--- config.mk ---
export PLATFORM = sky130hd
export DESIGN_NAME = iem_irq_enable_mask
export DESIGN_NICKNAME = d
export VERILOG_FILES = /design/src/verilog/iem_pkg.sv /design/src/verilog/iem_irq_enable_mask.sv /design/src/verilog/iem_flag_group.sv
export SDC_FILE = /design/constraint.sdc
export NUM_CORES = 1
export LEC_CHECK = 0
export BUFFER_PORTS_ARGS = -buffer_cell sky130_fd_sc_hd__buf_4
export CORE_UTILIZATION = 42
export CTS_BUF_LIST = sky130_fd_sc_hd__clkbuf_4
export DETAILED_ROUTE_END_ITERATION = 7
export GPL_ROUTABILITY_DRIVEN = 0
export PLACE_DENSITY = 0.64
export SLEW_MARGIN = 20
export SYNTH_ARGS = -nofsm -noshare
export SYNTH_HDL_FRONTEND = slang
export SYNTH_SLANG_ARGS = --single-unit
--- constraint.sdc ---
create_clock -name clk -period 2.4 [get_ports clk]
set_clock_uncertainty 0.1 [all_clocks]
set_input_delay 0 -clock clk [delete_from_list [all_inputs] [get_ports clk]]
set_output_delay 0 -clock clk [all_outputs]
set_load 0.01 [all_outputs]
--- src/verilog/iem_pkg.sv ---
package iem_pkg;
    // ----------------------------------------
    // Register offsets
    // ----------------------------------------
    localparam logic [7:0] IEM_OFS_ENABLE_GROUP0 = 8'h07;
    localparam logic [7:0] IEM_OFS_ENABLE_GROUP1 = 8'h08;
    localparam logic [7:0] IEM_OFS_ENABLE_GROUP2 = 8'h09;
    localparam logic [7:0] IEM_OFS_FLAG_GROUP0   = 8'h0a;
    localparam logic [7:0] IEM_OFS_FLAG_GROUP1   = 8'h0b;
    localparam logic [7:0] IEM_OFS_FLAG_GROUP2   = 8'h0c;
    // ----------------------------------------
    // Field positions
    // ----------------------------------------
    localparam int IEM_BIT_SELF_CLEAR     = 7;
    localparam int IEM_BIT_TYPEC_STATE_EV = 5;
    localparam int IEM_BIT_TYPEC_ATT_ST   = 4;
    localparam int IEM_BIT_BCDET_ATT_ST   = 3;
    localparam int IEM_BIT_TYPEC_ATT_EV   = 2;
    localparam int IEM_BIT_BCDET_ATT_EV   = 1;
    localparam int IEM_BIT_ADC_DONE       = 0;
    localparam int IEM_BIT_BUS_PRE_OV     = 6;
    localparam int IEM_BIT_BUS_LIM_UV     = 5;
    localparam int IEM_BIT_BUS_ILIM       = 4;
    localparam int IEM_BIT_BUS_OV         = 3;
    localparam int IEM_BIT_BUS_UV         = 2;
    localparam int IEM_BIT_BUS_SHORT      = 1;
    localparam int IEM_BIT_THERMAL_SHD    = 0;
    // ----------------------------------------
    // Writable masks and reset values
    // ----------------------------------------
    localparam logic [7:0] IEM_WMASK_GROUP0 = 8'hbf;
    localparam logic [7:0] IEM_WMASK_GROUP1 = 8'h7f;
    localparam logic [7:0] IEM_WMASK_GROUP2 = 8'hff;
    localparam logic [7:0] IEM_FLAGS_GROUP0 = 8'h3f;
    localparam logic [7:0] IEM_FLAGS_GROUP1 = 8'h7f;
    localparam logic [7:0] IEM_FLAGS_GROUP2 = 8'hff;
    localparam logic [7:0] IEM_RESET_ENABLE = 8'h00;
    localparam int         IEM_GROUPS       = 3;
endpackage

--- src/verilog/iem_irq_enable_mask.sv ---
`timescale 1ns/1ps
`default_nettype none
module iem_irq_enable_mask
    import iem_pkg::*;
(
    input  wire logic       clk,
    input  wire logic       reset_n,
    input  wire logic [7:0] reg_addr,
    input  wire logic       reg_wr,
    input  wire logic       reg_rd,
    input  wire logic [7:0] reg_wdata,
    output logic      [7:0] reg_rdata,
    input  wire logic [5:0] attach_cond,
    input  wire logic [6:0] fault_cond,
    input  wire logic [7:0] aux_cond,
    output logic            irq_out
);
    // ----------------------------------------
    // State
    // ----------------------------------------
    typedef struct packed {
        logic [7:0]  enable_group0_r;
        logic [7:0]  enable_group1_r;
        logic [7:0]  enable_group2_r;
        logic [20:0] sync1_r;
        logic [20:0] sync2_r;
        logic [7:0]  rdata_r;
        logic        irq_r;
    } iem_top_t;

    iem_top_t st_r;
    iem_top_t st_nxt;

    // ----------------------------------------
    // Decode, fields and group wiring
    // ----------------------------------------
    logic [7:0]                 flags0;
    logic [7:0]                 flags1;
    logic [7:0]                 flags2;
    logic [7:0]                 rd_mux;
    logic [IEM_GROUPS-1:0]      hit_enable;
    logic [IEM_GROUPS-1:0]      hit_flag;
    logic [IEM_GROUPS-1:0][7:0] grp_cond;
    logic [IEM_GROUPS-1:0][7:0] grp_enable;
    logic [IEM_GROUPS-1:0][7:0] grp_flags;
    logic [IEM_GROUPS-1:0]      grp_active;
    logic [IEM_GROUPS-1:0]      rd_clear;
    logic                       irq_any;
    logic                       flag_self_clear_mode;
    logic                       typec_state_event_enable;
    logic                       typec_attach_status_enable;
    logic                       bcdet_attach_status_enable;
    logic                       typec_attach_event_enable;
    logic                       bcdet_attach_event_enable;
    logic                       conversion_done_enable;
    logic                       bus_pre_overvolt_enable;
    logic                       bus_limit_undervolt_enable;
    logic                       bus_current_limit_enable;
    logic                       bus_overvolt_enable;
    logic                       bus_undervolt_enable;
    logic                       bus_short_ground_enable;
    logic                       thermal_shutdown_enable;

    // Group 2 layout is still open, so all its flag positions exist
    localparam logic [IEM_GROUPS-1:0][7:0] GRP_IMPL = {
        IEM_FLAGS_GROUP2,
        IEM_FLAGS_GROUP1,
        IEM_FLAGS_GROUP0
    };

    // ----------------------------------------
    // Address decode
    // ----------------------------------------
    always_comb begin
        hit_enable = '0;
        hit_flag   = '0;
        if (reg_addr == IEM_OFS_ENABLE_GROUP0) begin
            hit_enable[0] = 1'b1;
        end else if (reg_addr == IEM_OFS_ENABLE_GROUP1) begin
            hit_enable[1] = 1'b1;
        end else if (reg_addr == IEM_OFS_ENABLE_GROUP2) begin
            hit_enable[2] = 1'b1;
        end else if (reg_addr == IEM_OFS_FLAG_GROUP0) begin
            hit_flag[0] = 1'b1;
        end else if (reg_addr == IEM_OFS_FLAG_GROUP1) begin
            hit_flag[1] = 1'b1;
        end else if (reg_addr == IEM_OFS_FLAG_GROUP2) begin
            hit_flag[2] = 1'b1;
        end
    end

    // ----------------------------------------
    // Enable fields
    // ----------------------------------------
    assign flag_self_clear_mode       = st_r.enable_group0_r[IEM_BIT_SELF_CLEAR];
    assign typec_state_event_enable   = st_r.enable_group0_r[IEM_BIT_TYPEC_STATE_EV];
    assign typec_attach_status_enable = st_r.enable_group0_r[IEM_BIT_TYPEC_ATT_ST];
    assign bcdet_attach_status_enable = st_r.enable_group0_r[IEM_BIT_BCDET_ATT_ST];
    assign typec_attach_event_enable  = st_r.enable_group0_r[IEM_BIT_TYPEC_ATT_EV];
    assign bcdet_attach_event_enable  = st_r.enable_group0_r[IEM_BIT_BCDET_ATT_EV];
    assign conversion_done_enable     = st_r.enable_group0_r[IEM_BIT_ADC_DONE];
    assign bus_pre_overvolt_enable    = st_r.enable_group1_r[IEM_BIT_BUS_PRE_OV];
    assign bus_limit_undervolt_enable = st_r.enable_group1_r[IEM_BIT_BUS_LIM_UV];
    assign bus_current_limit_enable   = st_r.enable_group1_r[IEM_BIT_BUS_ILIM];
    assign bus_overvolt_enable        = st_r.enable_group1_r[IEM_BIT_BUS_OV];
    assign bus_undervolt_enable       = st_r.enable_group1_r[IEM_BIT_BUS_UV];
    assign bus_short_ground_enable    = st_r.enable_group1_r[IEM_BIT_BUS_SHORT];
    assign thermal_shutdown_enable    = st_r.enable_group1_r[IEM_BIT_THERMAL_SHD];

    // one enable per flag; the mode bit never gates a flag
    always_comb begin
        grp_enable = '0;
        grp_enable[0][IEM_BIT_TYPEC_STATE_EV] = typec_state_event_enable;
        grp_enable[0][IEM_BIT_TYPEC_ATT_ST]   = typec_attach_status_enable;
        grp_enable[0][IEM_BIT_BCDET_ATT_ST]   = bcdet_attach_status_enable;
        grp_enable[0][IEM_BIT_TYPEC_ATT_EV]   = typec_attach_event_enable;
        grp_enable[0][IEM_BIT_BCDET_ATT_EV]   = bcdet_attach_event_enable;
        grp_enable[0][IEM_BIT_ADC_DONE]       = conversion_done_enable;
        grp_enable[1][IEM_BIT_BUS_PRE_OV]     = bus_pre_overvolt_enable;
        grp_enable[1][IEM_BIT_BUS_LIM_UV]     = bus_limit_undervolt_enable;
        grp_enable[1][IEM_BIT_BUS_ILIM]       = bus_current_limit_enable;
        grp_enable[1][IEM_BIT_BUS_OV]         = bus_overvolt_enable;
        grp_enable[1][IEM_BIT_BUS_UV]         = bus_undervolt_enable;
        grp_enable[1][IEM_BIT_BUS_SHORT]      = bus_short_ground_enable;
        grp_enable[1][IEM_BIT_THERMAL_SHD]    = thermal_shutdown_enable;
        grp_enable[2]                         = st_r.enable_group2_r;
    end

    // ----------------------------------------
    // Synchronised conditions
    // ----------------------------------------
    assign grp_cond[0] = {2'b00, st_r.sync2_r[5:0]};
    assign grp_cond[1] = {1'b0, st_r.sync2_r[12:6]};
    assign grp_cond[2] = st_r.sync2_r[20:13];

    // ----------------------------------------
    // Flag groups
    // ----------------------------------------
    for (genvar g = 0; g < IEM_GROUPS; g++) begin : gen_grp
        assign rd_clear[g] = reg_rd && hit_flag[g];

        iem_flag_group #(
            .WIDTH (8),
            .IMPL  (GRP_IMPL[g])
        ) u_grp (
            .clk        (clk),
            .reset_n    (reset_n),
            .cond_sync  (grp_cond[g]),
            .self_clear (flag_self_clear_mode),
            .read_clear (rd_clear[g]),
            .enable     (grp_enable[g]),
            .flags      (grp_flags[g]),
            .active     (grp_active[g])
        );
    end

    assign flags0  = grp_flags[0];
    assign flags1  = grp_flags[1];
    assign flags2  = grp_flags[2];
    assign irq_any = |grp_active;

    // ----------------------------------------
    // Read data
    // ----------------------------------------
    // Unmapped addresses read zero, not the last register seen
    always_comb begin
        rd_mux = 8'h00;
        if (hit_enable[0]) begin
            rd_mux = st_r.enable_group0_r;
        end else if (hit_enable[1]) begin
            rd_mux = st_r.enable_group1_r;
        end else if (hit_enable[2]) begin
            rd_mux = st_r.enable_group2_r;
        end else if (hit_flag[0]) begin
            rd_mux = flags0;
        end else if (hit_flag[1]) begin
            rd_mux = flags1;
        end else if (hit_flag[2]) begin
            rd_mux = flags2;
        end
    end

    // ----------------------------------------
    // Register access and interrupt
    // ----------------------------------------
    always_comb begin
        st_nxt = st_r;
        // Conditions come from analog detectors
        st_nxt.sync1_r = {aux_cond, fault_cond, attach_cond};
        st_nxt.sync2_r = st_r.sync1_r;
        if (reg_wr) begin
            if (hit_enable[0]) begin
                // group 0 enables and mode bit
                st_nxt.enable_group0_r = reg_wdata & IEM_WMASK_GROUP0;
            end else if (hit_enable[1]) begin
                st_nxt.enable_group1_r = reg_wdata & IEM_WMASK_GROUP1;
            end else if (hit_enable[2]) begin
                st_nxt.enable_group2_r = reg_wdata & IEM_WMASK_GROUP2;
            end
        end
        st_nxt.rdata_r = rd_mux;
        st_nxt.irq_r   = irq_any;
    end

    always_ff @(posedge clk or negedge reset_n) begin
        if (!reset_n) begin
            st_r <= '0;
        end else begin
            st_r <= st_nxt;
        end
    end

    assign reg_rdata = st_r.rdata_r;
    assign irq_out   = st_r.irq_r;
endmodule
`default_nettype wire

--- src/verilog/iem_flag_group.sv ---
`timescale 1ns/1ps
`default_nettype none
module iem_flag_group
    import iem_pkg::*;
#(
    parameter int         WIDTH    = 8,
    parameter logic [7:0] IMPL     = 8'hff
) (
    input  wire logic             clk,
    input  wire logic             reset_n,
    input  wire logic [WIDTH-1:0] cond_sync,
    input  wire logic             self_clear,
    input  wire logic             read_clear,
    input  wire logic [WIDTH-1:0] enable,
    output logic      [WIDTH-1:0] flags,
    output logic                  active
);
    typedef struct packed {
        logic [WIDTH-1:0] flag_r;
        logic [WIDTH-1:0] cond_d_r;
        logic             active_r;
    } iem_grp_t;

    iem_grp_t st_r;
    iem_grp_t st_nxt;
    logic [WIDTH-1:0] rise;

    always_comb begin
        st_nxt = st_r;
        rise = cond_sync & ~st_r.cond_d_r;
        st_nxt.cond_d_r = cond_sync;
        if (self_clear) begin
            st_nxt.flag_r = cond_sync & IMPL[WIDTH-1:0];
        end else begin
            // latch until read; new event wins over read clear
            st_nxt.flag_r = ((read_clear ? '0 : st_r.flag_r) | rise) & IMPL[WIDTH-1:0];
        end
        st_nxt.active_r = |(st_nxt.flag_r & enable);
    end

    always_ff @(posedge clk or negedge reset_n) begin
        if (!reset_n) begin
            st_r <= '0;
        end else begin
            st_r <= st_nxt;
        end
    end

    assign flags  = st_r.flag_r;
    assign active = st_r.active_r;
endmodule
`default_nettype wire

# Word level (Yosys, flattened, before mapping)
# Cells that the tools add are included.
# op_classes
n_mux	25
n_eq_ne	6
bitwise	14
n_reduce_logical	10
# op_table
operator	count
$mux W8	8
$eq A8 B4 Y1 const B	5
$reduce_or A8 Y1	3
$and A8 B8 Y8	2
$and A7 B7 Y7	2
$mux W7	2
$and A6 B6 Y6	2
$mux W6	2
$mux W3	3
$eq A8 B3 Y1 const B	1
$mux W1	8
$not A8 Y8	1
$or A8 B8 Y8	1
$not A7 Y7	1
$or A7 B7 Y7	1
$not A6 Y6	1
$or A6 B6 Y6	1
$mux W2	2
$reduce_and A4 Y1	1
$logic_and A1 B1 Y1	3
$reduce_and A3 Y1	1
$reduce_or A3 Y1	1
$not A1 Y1	2
$reduce_and A2 Y1	1
# word_totals
ff_bits	118
in_bits	41
wordCells	71

# Depth between registers and ports, before layout
# depth
depth_word	13
ltp_mapped	7
depth_no_buf	5

# Cells and area by module
# Synthesis repeated with hierarchy kept, for this count alone.
# hier_totals
cells_unflattened	321
hier_area_um2	4479.3
# by_module_without_submodules
module	instances	cells_each	area_per_inst_um2
iem_irq_enable_mask	1	183	2673.8
iem_flag_group at gen_grp[2].u_grp	1	55	709.4
iem_flag_group at gen_grp[1].u_grp	1	44	583.1
iem_flag_group at gen_grp[0].u_grp	1	39	513.0

# Worst setup path after synthesis
# No wires, ideal clock.
# synth_path
kind	reg2reg
from	register st_r (netlist bit flag_self_clear_mode)
to	register gen_grp[0].u_grp.st_r (netlist bit gen_grp[0].u_grp.active)
slack_ns	0.642
path_buffers	1
arrival_ns	1.532
period_less_slack_ns	1.758
stages_incl_launch_ff	7
cell_sequence	dfrtp_1 clkbuf_1 nand2b_1 and3_1 a2111oi_0 o311ai_0 a221o_1
# synth_lines
element	line	text
from (decl)	iem_irq_enable_mask.sv:31	iem_top_t st_r;
from (signal assigned)	iem_irq_enable_mask.sv:209	st_r <= st_nxt;
to (signal assigned)	iem_flag_group.sv:45	st_r <= st_nxt;
to (decl)	iem_flag_group.sv:24	iem_grp_t st_r;

# Worst setup path in the final report
# layout_path
from	input reg_addr[6]
to	register st_r (netlist bit bus_short_ground_enable)
# layout_via
elab_chain_len	4
word_cells_on_any_way	7
# layout_rtl
element	line	text
from (decl)	iem_irq_enable_mask.sv:8	input wire logic [7:0] reg_addr,
$eq A8 B4 Y1 / $eq A8 B3 Y1 (equally long branches)	iem_irq_enable_mask.sv:79, iem_irq_enable_mask.sv:77	
$mux W1 (on tied branches)	iem_irq_enable_mask.sv:79, iem_irq_enable_mask.sv:77	
$mux W2 / $not A1 Y1 (equally long branches)	n/a	
$reduce_and A3 Y1 (no line) *	n/a	
# Every way passes the cells marked *; elsewhere a longest branch is shown, timed or not.
# A chain may end at the register's enable or synchronous reset.

==> impl_metrics.ini <==
[clock_network]
cts_buffers = 17
path_clk_slew_ns = 0.11
cts_sinks = 118
clock_latency_ns = 0.52
clk_path_buf_depth = 2
clock-root-buffer = clkbuf_4
cts_tree = done
htreeDepth = 4

[synth]
synth_nets = 349
async_flop_share_pct = 100
syn_avg_cell_area_um2 = 14.1
yosysWarnings = 0
synth_edf_count = 0
synth_ff_type = dfrtp_1
ys_seq_elements = 118
syn_inst = 308
synth_cell_types = 46
yosysSeqAreaShare_pct = 67.9
netlist_area_um2 = 4350

[die]
rows = 36
dieWidth_um = 104
ios = 50
fp.coreArea_um2 = 9910
die_area_um2 = 10800
start_util_pct = 43.9
die-height_um = 104

[layout]
drive_gt1_share_pct = 26.7
area_growth_pct = 33.0
final_nets = 477
diodes = 0

[drt]
vias_per_cell = 5.33
drt-total-wl_mm = 9.89
num_vias = 3101
routedWlPerCell_um = 17.0
dr.pass1.iters = 5
drtAntennaViolNets = 0
drt_iter0_drc = 159
drc = 0

[worst_setup_path]
crit_arrival_ns = 2.39
cpMaxStageDelayCell = dlygate4sd3_1
criticalPathCategory = in2reg
crit_path_end_kind = register
worst-path-buf-inv = 4
startpoint = reg_addr[6]
start_kind = primary input
cpPeakStageDelay_ns = 0.56
r2r-start = flag_self_clear_mode$_DFFE_PN0P_
critPathTopFamily = buffers and inverters
worst-r2r-setup-slack_ns = 0.39
critPathRequiredTime_ns = 2.70
cp_cell_sequence = dlygate4sd3_1 -> buf_4 -> nor4_4 -> nand2_2 -> nor4_4 -> buf_4 -> nand2_4 -> mux2_2 -> dlygate4sd3_1
cp_max_fo = 8

[power_and_ir_drop]
swShare_pct = 27.3
p_sw_mw = 1.08
powerDensity_nw_per_um2 = 686
power_frac_comb_pct = 10.6
pwr-share-clk_pct = 33.0
p_leak_nw = 2.63
sequentialPowerShare_pct = 56.5
power_mw = 3.97
ir_drop_uv = 364
internal_power_mw = 2.88

[sta]
hold_viol = 0
whs_ns = 0.0518
post-route-min-period_ns = 2.09
worst_slew_pin_slew_ns = 0.738
rsz0062_at_grt = false
slew_headroom_pct = 50.6
setup_viol_count_final = 0
setup_tns_ns = 0
clock.fmax_mhz = 479
slew_viol_final = 0
period_share_pct = 87.1

[place]
portBuffers = 49
dpl.hpwl_mm = 6.51

[global_route]
grt_pass1_wl_mm = 16.3
overflow = 0
grt_util_all_layers_pct = 20.1
antenna_found_initial = 0
grt_max_degree = 81
grt_pass1_vias = 3084

[hold_path]
hp-start = fault_cond[3]
hold_class = in2reg

[flow_run]
max-cap-violations = 0

[status]
status = completed
synth_stat cells (6+ instances only):
master    instances  area [µm²]
a21oi_1          13        65.1
a22o_1           17         149
a22oi_1          12        90.1
and3_1            7        43.8
dfrtp_1         118        2950
inv_1             6        22.5
mux2_2           22         248
nand2_1          19        71.3
nand2b_1         10        62.6
nand3_1           7        35.0
o21ai_0          10        50.1
worst register-to-register path: cells and delay by family (launching register included):
family                 cells  cell delay (ns)
DFF                        1             0.47
buffers and inverters      1             0.20
AOI/OAI and AO/OA          4             1.13
path summary, 6_finish.rpt:
check | to | cells after the start
worst max-delay path | bus_short_ground_enable$_DFFE_PN0P_ | 9
worst min-delay path | st_nxt[18]$_DFF_PN0_ | 2
worst max register to register | gen_grp[0].u_grp.active$_DFF_PN0_ | 5
worst min register to register | grp_cond[13]$_DFF_PN0_ | 0
max in group asynchronous | bus_overvolt_enable$_DFFE_PN0P_ | 4
min in group asynchronous | gen_grp[1].u_grp.flags[5]$_DFF_PN0_ | 4
power groups by stage:
| stage | combinational (mW) | clock, mW | sequential, mW |
|---|---|---|---|
| final | 0.420 | 1.31 | 2.24 |
| after global routing | 0.459 | 1.43 | 2.25 |
| after detailed placement | 0.341 | 0 | 2.27 |
| after floorplan | 0.182 | 0 | 2.23 |
| after global placement | 0.331 | 0 | 2.27 |
| after CTS | 0.419 | 1.34 | 2.23 |
cells by family after synthesis:
logic type / Yosys count / synth area share, %
buffers and inverters: 13 / 1.32
multiplexers: 23 / 5.93
AND/OR/NAND/NOR: 68 / 10.3
AO/OA/AOI/OAI: 86 / 14.5
flip-flops: 118 / 67.9
metrics by stage:
| step | setup slack [ns] | utilization [%] | cells | instance area (µm²) |
|---|---|---|---|---|
| final | 0.311 | 58.3 | 582 | 5780 |
| after floorplan | 0.642 | - | 308 | 4350 |
| after CTS | 0.0617 | 58.4 | 583 | 5790 |
| after global placement | 0.482 | 49.5 | 489 | 4900 |
| after global routing | 0.228 | 58.3 | 582 | 5780 |
| after detailed placement | 0.432 | 49.5 | 489 | 4900 |
routing by layer:
metal / share of wire [%] / GRT usage (%) / vias up
met2: 47 / 30.9 / 120
met1: 45 / 26.8 / 1546
met5: 0 / 0 / -
met4: 2.2 / 8.47 / 0
li1: - / - / 1414
met3: 5.9 / 5.98 / 21
registers in the layout, indices dropped and copies added, names as in the netlist, 3 cells and up:
name,count
grp_cond,21
gen_grp.u_grp.active,3
gen_grp.u_grp.st_r,21
reg_rdata,8
gen_grp.u_grp.flags,21
grp_enable,12
st_nxt,21
final cells by class:
class	instances	area, µm²
fillers	830	4130
flip-flops and latches	118	2950
multi-input cells	177	1340
repair buffers	116	1050
well taps	133	166
clock inverters	15	129
clock buffers	17	128
inverters	6	22.5
placed cells by master, fill, tap and decap left out, types with 3 or more instances in the layout:
cell type	n
dfrtp_1	118
dlygate4sd3_1	60
buf_4	54
mux2_2	22
nand2_1	19
a22o_1	17
clkbuf_4	17
a21oi_1	13
a22oi_1	12
nand2b_1	10
o21ai_0	10
and3_1	7
nand3_1	7
inv_1	6
o22ai_1	5
and2_1	5
o31ai_1	5
inv_6	5
a311o_1	3
clkinv_4	3
clkinv_1	3
what timing repair did:
item,4_1_cts,5_1_grt
buffers inserted,0,0
hold endpoints to repair,179,0
resized for setup,0,0
setup endpoints to repair,0,8
hold buffers,62,0
Note: power is estimated with default switching activity, not from simulation.
